<file path="src/hbn_pkg.sv">
// constants, states and decode helpers for the 16-bit non-multiplexed host-bus port
`default_nettype none
package hbn_pkg;
	localparam int DATA_W  = 16;
	localparam int ADDR_W  = 20;
	localparam int CS_MAX  = 4;
	localparam int CNT_W   = 4;

	// mode selections
	localparam logic [3:0] PORT_MODE_HB16 = 4'h3;
	localparam logic [1:0] HB_MODE_NONMUX = 2'h1;
	localparam logic       BYTE_SEL_OFF   = 1'h1;

	// select arrangements
	localparam logic [3:0] SEL_ALE_ONLY   = 4'h0;
	localparam logic [3:0] SEL_ONE_CS     = 4'h1;
	localparam logic [3:0] SEL_TWO_CS     = 4'h2;
	localparam logic [3:0] SEL_ALE_TWO_CS = 4'h3;
	localparam logic [3:0] SEL_THREE_CS   = 4'h5;
	localparam logic [3:0] SEL_FOUR_CS    = 4'h7;

	// address reach per arrangement
	localparam logic [ADDR_W-1:0] MASK_12 = 20'h00FFF;
	localparam logic [ADDR_W-1:0] MASK_11 = 20'h007FF;
	localparam logic [ADDR_W-1:0] MASK_10 = 20'h003FF;
	localparam logic [ADDR_W-1:0] MASK_EXT = 20'hFFFFF;

	// idle levels of the active-low strobes, reset values of data and address
	localparam logic [CS_MAX-1:0] CS_IDLE_N   = 4'hF;
	localparam logic [1:0]        BYTE_LANE_SELECT_IDLE_N = 2'h3;
	localparam logic [DATA_W-1:0] DATA_RST    = 16'h0000;
	localparam logic [ADDR_W-1:0] ADDR_RST    = 20'h00000;

	// timing, least times rounded up to whole cycles
	localparam int CLK_PERIOD_NS = 100;
	localparam int STROBE_NS     = 300;
	localparam int HOLD_NS       = 100;
	localparam int STROBE_CYC    = (STROBE_NS + CLK_PERIOD_NS - 1) / CLK_PERIOD_NS;
	localparam int HOLD_CYC      = (HOLD_NS + CLK_PERIOD_NS - 1) / CLK_PERIOD_NS;

	typedef enum logic [1:0] {ST_IDLE, ST_SETUP, ST_STROBE, ST_HOLD} hbn_state_e;

	// number of chip selects; zero also marks an illegal code
	function automatic logic [2:0] cs_count(input logic [3:0] sel);
		case (sel)
			SEL_ONE_CS:     cs_count = 3'h1;
			SEL_TWO_CS:     cs_count = 3'h2;
			SEL_ALE_TWO_CS: cs_count = 3'h2;
			SEL_THREE_CS:   cs_count = 3'h3;
			SEL_FOUR_CS:    cs_count = 3'h4;
			default:        cs_count = 3'h0;
		endcase
	endfunction

	function automatic logic has_ale(input logic [3:0] sel);
		has_ale = (sel == SEL_ALE_ONLY) || (sel == SEL_ALE_TWO_CS);
	endfunction

	// the latch-only arrangement has no pin left for ready
	function automatic logic uses_ready(input logic [3:0] sel);
		uses_ready = (sel != SEL_ALE_ONLY);
	endfunction

	function automatic logic [ADDR_W-1:0] addr_mask(input logic [3:0] sel);
		case (sel)
			SEL_TWO_CS:     addr_mask = MASK_11;
			SEL_ALE_TWO_CS: addr_mask = MASK_10;
			SEL_THREE_CS:   addr_mask = MASK_EXT;
			SEL_FOUR_CS:    addr_mask = MASK_EXT;
			default:        addr_mask = MASK_12;
		endcase
	endfunction
endpackage
`default_nettype wire

</file>
<file path="src/hbn_sync.sv">
// two-stage synchroniser for pin inputs
`timescale 1ns/1ps
`default_nettype none
module hbn_sync #(
	parameter int WIDTH = 1
) (
	input  wire logic             i_ref_clk,
	input  wire logic             i_rst_n,
	input  wire logic [WIDTH-1:0] i_async,
	output var  logic [WIDTH-1:0] o_sync
);
	logic [WIDTH-1:0] meta_r;
	logic [WIDTH-1:0] meta_nxt;
	logic [WIDTH-1:0] sync_nxt;

	// first stage feeds only the second stage
	always_comb begin
		meta_nxt = i_async;
		sync_nxt = meta_r;
	end

	always_ff @(posedge i_ref_clk or negedge i_rst_n) begin
		if (!i_rst_n) begin
			meta_r <= '0;
			o_sync <= '0;
		end else begin
			meta_r <= meta_nxt;
			o_sync <= sync_nxt;
		end
	end
endmodule
`default_nettype wire

</file>
<file path="src/hbn_port.sv">
// 16-bit non-multiplexed host-bus master port
`timescale 1ns/1ps
`default_nettype none
module hbn_port (
	input  wire logic                       i_ref_clk,
	input  wire logic                       i_rst_n,
	input  wire logic [3:0]                 i_port_mode_config,
	input  wire logic [1:0]                 i_hostbus_mode,
	input  wire logic                       i_byte_sel_cfg,
	input  wire logic [3:0]                 i_select_arrangement_field,
	input  wire logic                       i_req_valid,
	input  wire logic                       i_req_write,
	input  wire logic [hbn_pkg::ADDR_W-1:0] i_req_addr,
	input  wire logic [1:0]                 i_req_sel,
	input  wire logic [1:0]                 i_req_lanes,
	input  wire logic [hbn_pkg::DATA_W-1:0] i_req_wdata,
	output var  logic                       o_req_ready,
	output var  logic                       o_rsp_valid,
	output var  logic                       o_rsp_err,
	output var  logic [hbn_pkg::DATA_W-1:0] o_rsp_rdata,
	output var  logic                       o_port_active,
	output var  logic [hbn_pkg::ADDR_W-1:0] o_addr,
	output var  logic [hbn_pkg::DATA_W-1:0] o_data,
	output var  logic                       o_data_oe_n,
	input  wire logic [hbn_pkg::DATA_W-1:0] i_data,
	output var  logic                       o_ale,
	output var  logic                       o_rd_n,
	output var  logic                       o_wr_n,
	output var  logic [hbn_pkg::CS_MAX-1:0] o_cs_n,
	output var  logic [1:0]                 o_byte_lane_select_n,
	input  wire logic                       i_rdy
);
	localparam logic [hbn_pkg::CNT_W-1:0] STRB_LOAD = hbn_pkg::CNT_W'(hbn_pkg::STROBE_CYC - 1);
	localparam logic [hbn_pkg::CNT_W-1:0] HOLD_LOAD = hbn_pkg::CNT_W'(hbn_pkg::HOLD_CYC - 1);
	localparam logic [hbn_pkg::CNT_W-1:0] CNT_ZERO  = '0;

	hbn_pkg::hbn_state_e          state_r;
	hbn_pkg::hbn_state_e          state_nxt;
	logic [hbn_pkg::CNT_W-1:0]    cnt_r;
	logic [hbn_pkg::CNT_W-1:0]    cnt_nxt;
	logic [3:0]                   sel_cfg_r;
	logic [3:0]                   sel_cfg_nxt;
	logic                         byte_lane_select_off_r;
	logic                         byte_lane_select_off_nxt;
	logic                         write_r;
	logic                         write_nxt;
	logic                         ready_nxt;
	logic                         rsp_valid_nxt;
	logic                         rsp_err_nxt;
	logic [hbn_pkg::DATA_W-1:0]   rdata_nxt;
	logic                         active_nxt;
	logic [hbn_pkg::ADDR_W-1:0]   addr_nxt;
	logic [hbn_pkg::DATA_W-1:0]   data_nxt;
	logic                         oe_n_nxt;
	logic                         ale_nxt;
	logic                         rd_n_nxt;
	logic                         wr_n_nxt;
	logic [hbn_pkg::CS_MAX-1:0]   cs_n_nxt;
	logic [hbn_pkg::CS_MAX-1:0]   cs_hold_r;
	logic [hbn_pkg::CS_MAX-1:0]   cs_hold_nxt;
	logic [1:0]                   byte_lane_select_n_nxt;
	logic [hbn_pkg::DATA_W-1:0]   data_s;
	logic                         rdy_s;
	logic                         cfg_ok;
	logic [2:0]                   cs_cnt_live;
	logic                         sel_bad;
	logic                         rdy_ok;

	// pin inputs cross two flops before any logic looks at them
	hbn_sync #(
		.WIDTH(hbn_pkg::DATA_W)
	) u_data_sync (
		.i_ref_clk(i_ref_clk),
		.i_rst_n  (i_rst_n),
		.i_async  (i_data),
		.o_sync   (data_s)
	);

	hbn_sync #(
		.WIDTH(1)
	) u_rdy_sync (
		.i_ref_clk(i_ref_clk),
		.i_rst_n  (i_rst_n),
		.i_async  (i_rdy),
		.o_sync   (rdy_s)
	);

	// live configuration decode; illegal arrangement codes keep the port shut
	always_comb begin
		cs_cnt_live = hbn_pkg::cs_count(i_select_arrangement_field);
		cfg_ok = (i_port_mode_config == hbn_pkg::PORT_MODE_HB16)
			&& (i_hostbus_mode == hbn_pkg::HB_MODE_NONMUX)
			&& (hbn_pkg::has_ale(i_select_arrangement_field) || (cs_cnt_live != 3'h0));
		// a select index beyond the configured count has no pin to drive
		sel_bad = (cs_cnt_live != 3'h0) && ({1'b0, i_req_sel} >= cs_cnt_live);
		// ready only counts where the arrangement routes it
		rdy_ok = !hbn_pkg::uses_ready(sel_cfg_r) || rdy_s;
	end

	// bus sequencer: setup (latch), strobe, hold
	always_comb begin
		state_nxt     = state_r;
		cnt_nxt       = cnt_r;
		sel_cfg_nxt   = sel_cfg_r;
		byte_lane_select_off_nxt  = byte_lane_select_off_r;
		write_nxt     = write_r;
		cs_hold_nxt   = cs_hold_r;
		ready_nxt     = 1'b0;
		rsp_valid_nxt = 1'b0;
		rsp_err_nxt   = 1'b0;
		rdata_nxt     = o_rsp_rdata;
		active_nxt    = cfg_ok;
		addr_nxt      = o_addr;
		data_nxt      = o_data;
		oe_n_nxt      = o_data_oe_n;
		ale_nxt       = 1'b0;
		rd_n_nxt      = 1'b1;
		wr_n_nxt      = 1'b1;
		cs_n_nxt      = o_cs_n;
		byte_lane_select_n_nxt    = o_byte_lane_select_n;
		unique case (state_r)
			hbn_pkg::ST_IDLE: begin
				ready_nxt = cfg_ok;
				if (o_req_ready && i_req_valid && cfg_ok) begin
					if (sel_bad) begin
						rsp_valid_nxt = 1'b1;
						rsp_err_nxt   = 1'b1;
						ready_nxt     = 1'b0;
					end else begin
						sel_cfg_nxt  = i_select_arrangement_field;
						byte_lane_select_off_nxt = (i_byte_sel_cfg == hbn_pkg::BYTE_SEL_OFF);
						write_nxt    = i_req_write;
						// reach shrinks with the arrangement
						addr_nxt = i_req_addr & hbn_pkg::addr_mask(i_select_arrangement_field);
						data_nxt = i_req_wdata;
						// write data goes out on its own pins from setup on
						oe_n_nxt = !i_req_write;
						// latch pulse in the setup cycle, ahead of any strobe
						ale_nxt = hbn_pkg::has_ale(i_select_arrangement_field);
						// one-hot select from the request index
						cs_hold_nxt = (cs_cnt_live == 3'h0) ? hbn_pkg::CS_IDLE_N
							: ~(hbn_pkg::CS_MAX'(1) << i_req_sel);
						cs_n_nxt = cs_hold_nxt;
						// byte lanes, or both inactive when disabled
						byte_lane_select_n_nxt = (i_byte_sel_cfg == hbn_pkg::BYTE_SEL_OFF)
							? hbn_pkg::BYTE_LANE_SELECT_IDLE_N : ~i_req_lanes;
						ready_nxt = 1'b0;
						state_nxt = hbn_pkg::ST_SETUP;
					end
				end
			end
			hbn_pkg::ST_SETUP: begin
				// exactly one strobe per cycle kind
				rd_n_nxt  = write_r;
				wr_n_nxt  = !write_r;
				cnt_nxt   = STRB_LOAD;
				state_nxt = hbn_pkg::ST_STROBE;
			end
			hbn_pkg::ST_STROBE: begin
				rd_n_nxt = o_rd_n;
				wr_n_nxt = o_wr_n;
				if (cnt_r != CNT_ZERO) begin
					cnt_nxt = cnt_r - 1'b1;
				end else if (rdy_ok) begin
					// peripheral done: release strobe, answer
					rd_n_nxt      = 1'b1;
					wr_n_nxt      = 1'b1;
					rdata_nxt     = write_r ? o_rsp_rdata : data_s;
					rsp_valid_nxt = 1'b1;
					cnt_nxt       = HOLD_LOAD;
					state_nxt     = hbn_pkg::ST_HOLD;
				end
			end
			hbn_pkg::ST_HOLD: begin
				// address and selects stay through hold so the latch sees them
				if (cnt_r != CNT_ZERO) begin
					cnt_nxt = cnt_r - 1'b1;
				end else begin
					cs_n_nxt   = hbn_pkg::CS_IDLE_N;
					byte_lane_select_n_nxt = hbn_pkg::BYTE_LANE_SELECT_IDLE_N;
					oe_n_nxt   = 1'b1;
					ready_nxt  = cfg_ok;
					state_nxt  = hbn_pkg::ST_IDLE;
				end
			end
		endcase
	end

	// every pin and answer comes straight from a flop
	always_ff @(posedge i_ref_clk or negedge i_rst_n) begin
		if (!i_rst_n) begin
			state_r              <= hbn_pkg::ST_IDLE;
			cnt_r                <= CNT_ZERO;
			sel_cfg_r            <= hbn_pkg::SEL_ALE_ONLY;
			byte_lane_select_off_r           <= hbn_pkg::BYTE_SEL_OFF;
			write_r              <= 1'b0;
			cs_hold_r            <= hbn_pkg::CS_IDLE_N;
			o_req_ready          <= 1'b0;
			o_rsp_valid          <= 1'b0;
			o_rsp_err            <= 1'b0;
			o_rsp_rdata          <= hbn_pkg::DATA_RST;
			o_port_active        <= 1'b0;
			o_addr               <= hbn_pkg::ADDR_RST;
			o_data               <= hbn_pkg::DATA_RST;
			o_data_oe_n          <= 1'b1;
			o_ale                <= 1'b0;
			o_rd_n               <= 1'b1;
			o_wr_n               <= 1'b1;
			o_cs_n               <= hbn_pkg::CS_IDLE_N;
			o_byte_lane_select_n <= hbn_pkg::BYTE_LANE_SELECT_IDLE_N;
		end else begin
			state_r              <= state_nxt;
			cnt_r                <= cnt_nxt;
			sel_cfg_r            <= sel_cfg_nxt;
			byte_lane_select_off_r           <= byte_lane_select_off_nxt;
			write_r              <= write_nxt;
			cs_hold_r            <= cs_hold_nxt;
			o_req_ready          <= ready_nxt;
			o_rsp_valid          <= rsp_valid_nxt;
			o_rsp_err            <= rsp_err_nxt;
			o_rsp_rdata          <= rdata_nxt;
			o_port_active        <= active_nxt;
			o_addr               <= addr_nxt;
			o_data               <= data_nxt;
			o_data_oe_n          <= oe_n_nxt;
			o_ale                <= ale_nxt;
			o_rd_n               <= rd_n_nxt;
			o_wr_n               <= wr_n_nxt;
			o_cs_n               <= cs_n_nxt;
			o_byte_lane_select_n <= byte_lane_select_n_nxt;
		end
	end

	logic strb_on;
	assign strb_on = !o_rd_n || !o_wr_n;
endmodule
`default_nettype wire

</file>
<file path="config.mk">
export PLATFORM = sky130hd
export DESIGN_NAME = hbn_port
export DESIGN_NICKNAME = d
export VERILOG_FILES = /design/src/hbn_pkg.sv /design/src/hbn_sync.sv /design/src/hbn_port.sv
export SDC_FILE = /design/constraint.sdc
export NUM_CORES = 1
export LEC_CHECK = 0
export BUFFER_PORTS_ARGS = -buffer_cell sky130_fd_sc_hd__buf_2
export CAP_MARGIN = 25
export CELL_PAD_IN_SITES_DETAIL_PLACEMENT = 1
export CELL_PAD_IN_SITES_GLOBAL_PLACEMENT = 1
export CORE_MARGIN = 2
export CORE_UTILIZATION = 39
export CTS_CLUSTER_SIZE = 24
export DETAILED_ROUTE_END_ITERATION = 16
export PLACE_DENSITY_LB_ADDON = 0.3
export RECOVER_POWER = 25
export SLEW_MARGIN = 20
export SYNTH_ARGS = -nofsm -noshare
export SYNTH_HDL_FRONTEND = slang
export SYNTH_SLANG_ARGS = --single-unit
</file>
<file path="constraint.sdc">
create_clock -name i_ref_clk -period 6.6 [get_ports i_ref_clk]
set_input_delay 0.33 -clock i_ref_clk [delete_from_list [all_inputs] [get_ports i_ref_clk]]
set_output_delay 0.33 -clock i_ref_clk [all_outputs]
set_load 0.03 [all_outputs]
</file>
==> qor.yml <==
netlist_instances: 299
antenna_found_initial: 0
dpl_cell_area_sq_mm: 0.00505
hpwl_microns: 6600
track_usage_pct: 16.3
p_seq_share_pct: 46.9
cts_tree: "done"
synth.top_cell.area_share_pct: 60.4
dr_total_vias: 2814
swShare_pct: 35.9
finalMaxSlewViolations: 38
power_switching_uw: 646
drt-initial-drc-count: 40
p_per_area_mw_per_mm2: 341
startpoint_type: "register"
drive_above_1_share_pct: 50.0
synth_seq_cells: 111
crit_family: "simple AND/OR/NAND/NOR gates"
cp-startpoint: "cnt_r[0]$_DFFE_PN0P_"
synth_edf_count: 0
cp_max_fo: 16
io_buffers: 137
drv_cap: 1
place_ws_ns: 3.66
die_x_microns: 108
drt-total-wl_microns: 9010
root_buffer: "clkbuf_8"
p_leak_uw: 0.00266
skew_ns: 0.0171
synth_warnings: 0
setup_viol: 0
timing.rr.end: "o_rsp_rdata[8]$_DFFE_PN0P_"
path_cells: "inv_1, ha_1, or3b_2, a21oi_1, nand3_1, mux2_2"
rsz0062_at_grt: "no"
r2r_start: "cnt_r[0]$_DFFE_PN0P_"
hold_violations: 0
fin_ws_ns: 3.80
clock_latency_ns: 0.38
synth_ff_type: "dfrtp_1"
fp-row-count: 38
status: "finished, violations left"
htreeDepth: 3
critPathMaxStageDelay_ns: 0.65
post-route-min-period_ns: 2.80
yosys-top-cells-count: "dfrtp_1 (102), mux2_2 (49), nand2_1 (28)"
crit_cells: 6
combPwrFrac_pct: 30.6
async_flop_share_pct: 100
endpoint: "o_rsp_rdata[8]$_DFFE_PN0P_"
max_freq_mhz: 357
fillers: 1157
via_per_inst: 4.79
timing.slew.headroom_pct: -27.3
cts_buffers: 9
clkTransAtPathRegs_ns: 0.12
firstDrtPassIters: 3
power.internal_uw: 1150
irDropWorstVdd_mv: 0.152
grt_first_pass_wirelength_microns: 14500
grt-ovfl-total: 0
criticalPathCategory: "register to register"
wl_per_cell_microns: 15.3
numClockSinks: 111
die_h_microns: 108
fin_util_pct: 49.3
yosys-top-cells-area: "dfrtp_1 (60%), mux2_2 (13%), dfstp_2 (5.6%)"
cp-end-kind: "register"
final_antenna_net_count: 0
clkPwrFrac_pct: 22.5
initial_utilization_pct: 39.5
setup_tns_ns: 0
rr_worst_depth: 6
synth_area_sq_mm: 0.00423
violations: "max-capacitance violations, max-slew violations"
arrival_ns: 3.07
area_growth_syn_to_layout_pct: 24.7
hold_class: "primary input to register"
core_sq_mm: 0.0107
required_ns: 6.87
grt_max_degree: 76
synth_area_per_cell_sq_um: 14.1
crit_buf_inv: 1
layout.nets: 523
worst_pin_slew_ns: 1.91
syn-num-nets: 379
ys_types: 39
ff2ff_setup_slack_ns: 3.80
die_area_sq_mm: 0.0117
stdcell_area_sq_mm: 0.00527
first_global_vias: 2994
drc: 0
synth.most_common_cell: "dfrtp_1"
fin_crit_sh_pct: 42.4
antenna_cells: 0
routabilityCongestion: 0.716
critPathSlowestCell: "nand3_1"
ys_seq_area_share_pct: 66.0
ioPinCount: 138
cts.path.max_buffers: 2
yosysTopAreaCell: "dfrtp_1"
area by class of cell:
cell class	count	area [sq um]	share of cell area, %
Clock buffer	9	124	2.35
Inverter	11	41.3	0.783
Timing Repair Buffer	141	727	13.8
Tap cell	140	175	3.32
Multi-Input combinational cell	169	1340	25.4
Sequential cell	111	2790	52.9
Clock inverter	7	73.8	1.40
worst min path at each step:
stage | startpoint | to | slack [ns] | depth (start not counted)
after floorplan | i_rst_n | cnt_r[0]$_DFFE_PN0P_ | 0.03 | 0
after global placement | i_rst_n | u_data_sync.o_sync[14]$_DFF_PN0_ | 0.31 | 1
after detailed placement | i_rst_n | o_rsp_rdata[14]$_DFFE_PN0P_ | 0.31 | 1
after CTS | i_data[5] | u_data_sync.meta_r[5]$_DFF_PN0_ | 0.02 | 1
after global routing | i_data[15] | u_data_sync.meta_r[15]$_DFF_PN0_ | 0.008 | 1
final | i_data[14] | u_data_sync.meta_r[14]$_DFF_PN0_ | 0.04 | 1
worst register-to-register path: cells and delay by family (launching register included):
family	cells	cell delay, ns
AOI/OAI and AO/OA	1	0.27
adders and majority gates	1	0.19
buffers and inverters	1	0.13
DFF	1	0.41
muxes	1	0.53
and+or+nand+nor	2	1.17
repair_timing:
action / 4_1_cts / 5_1_grt
hold buffers: 1 / 0
endpoints found under the hold margin: 36 / 0
setup buffers: 0 / 0
resized for setup: 0 / 0
state kept, by name, indices dropped and copies added, names as in the netlist, 2 cells and up:
register and count:
o_data 16, o_cs_n 4, o_rsp_rdata 16, cnt_r 4, o_byte_lane_select_n 2, o_addr 20
state_r 2, u_data_sync.meta_r 16, sel_cfg_r 4, u_data_sync.o_sync 16
through the flow:
stage / hold WS [ns] / instances / total power (uW)
global placement: 0.307 / 570 / 1390
floorplan: 0.0344 / 299 / 1240
CTS: 0.0199 / 587 / 1830
global route: 0.00761 / 588 / 1910
detailed placement: 0.312 / 570 / 1420
finish: 0.0388 / 588 / 1800
layout by cell type, fill, tap and decap left out, drive strengths merged, types with 8 or more instances in the layout:
cell,instances
ha,8
a21oi,11
mux2,51
dfstp,9
dfrtp,102
clkbuf,12
inv,15
nor2,11
o21ai,19
buf,137
nand2,28
kinds of logic (layout without fill, tap and decap cells):
family | Yosys count | count (layout) | share of synthesized area [%]
and+or+nand+nor | 64 | 64 | 7.79
buffers and inverters | 19 | 168 | 2.31
xor gates and xnor gates | 1 | 1 | 0.207
DFF | 111 | 111 | 66.0
AOI/OAI and AO/OA | 44 | 44 | 7.52
adders and majority gates | 8 | 8 | 2.37
muxes | 52 | 52 | 13.8
routing by layer:
layer,vias to the layer above,GRT usage (%),part of all wire [%]
met5,-,0,0
met4,0,7.51,2.2
met3,15,4.76,6.4
met2,91,26.5,49
met1,1393,20.1,42
li1,1315,-,-
power groups by stage:
stage          logic [uW]  registers (uW)  clock network, uW
4_1_cts               560             846                422
5_1_grt               601             858                453
6_report              550             843                405
3_5_place_dp          558             860                  0
2_1_floorplan         246             995                  0
3_3_place_gp          539             849                  0
(Power assumes the default switching activity.)
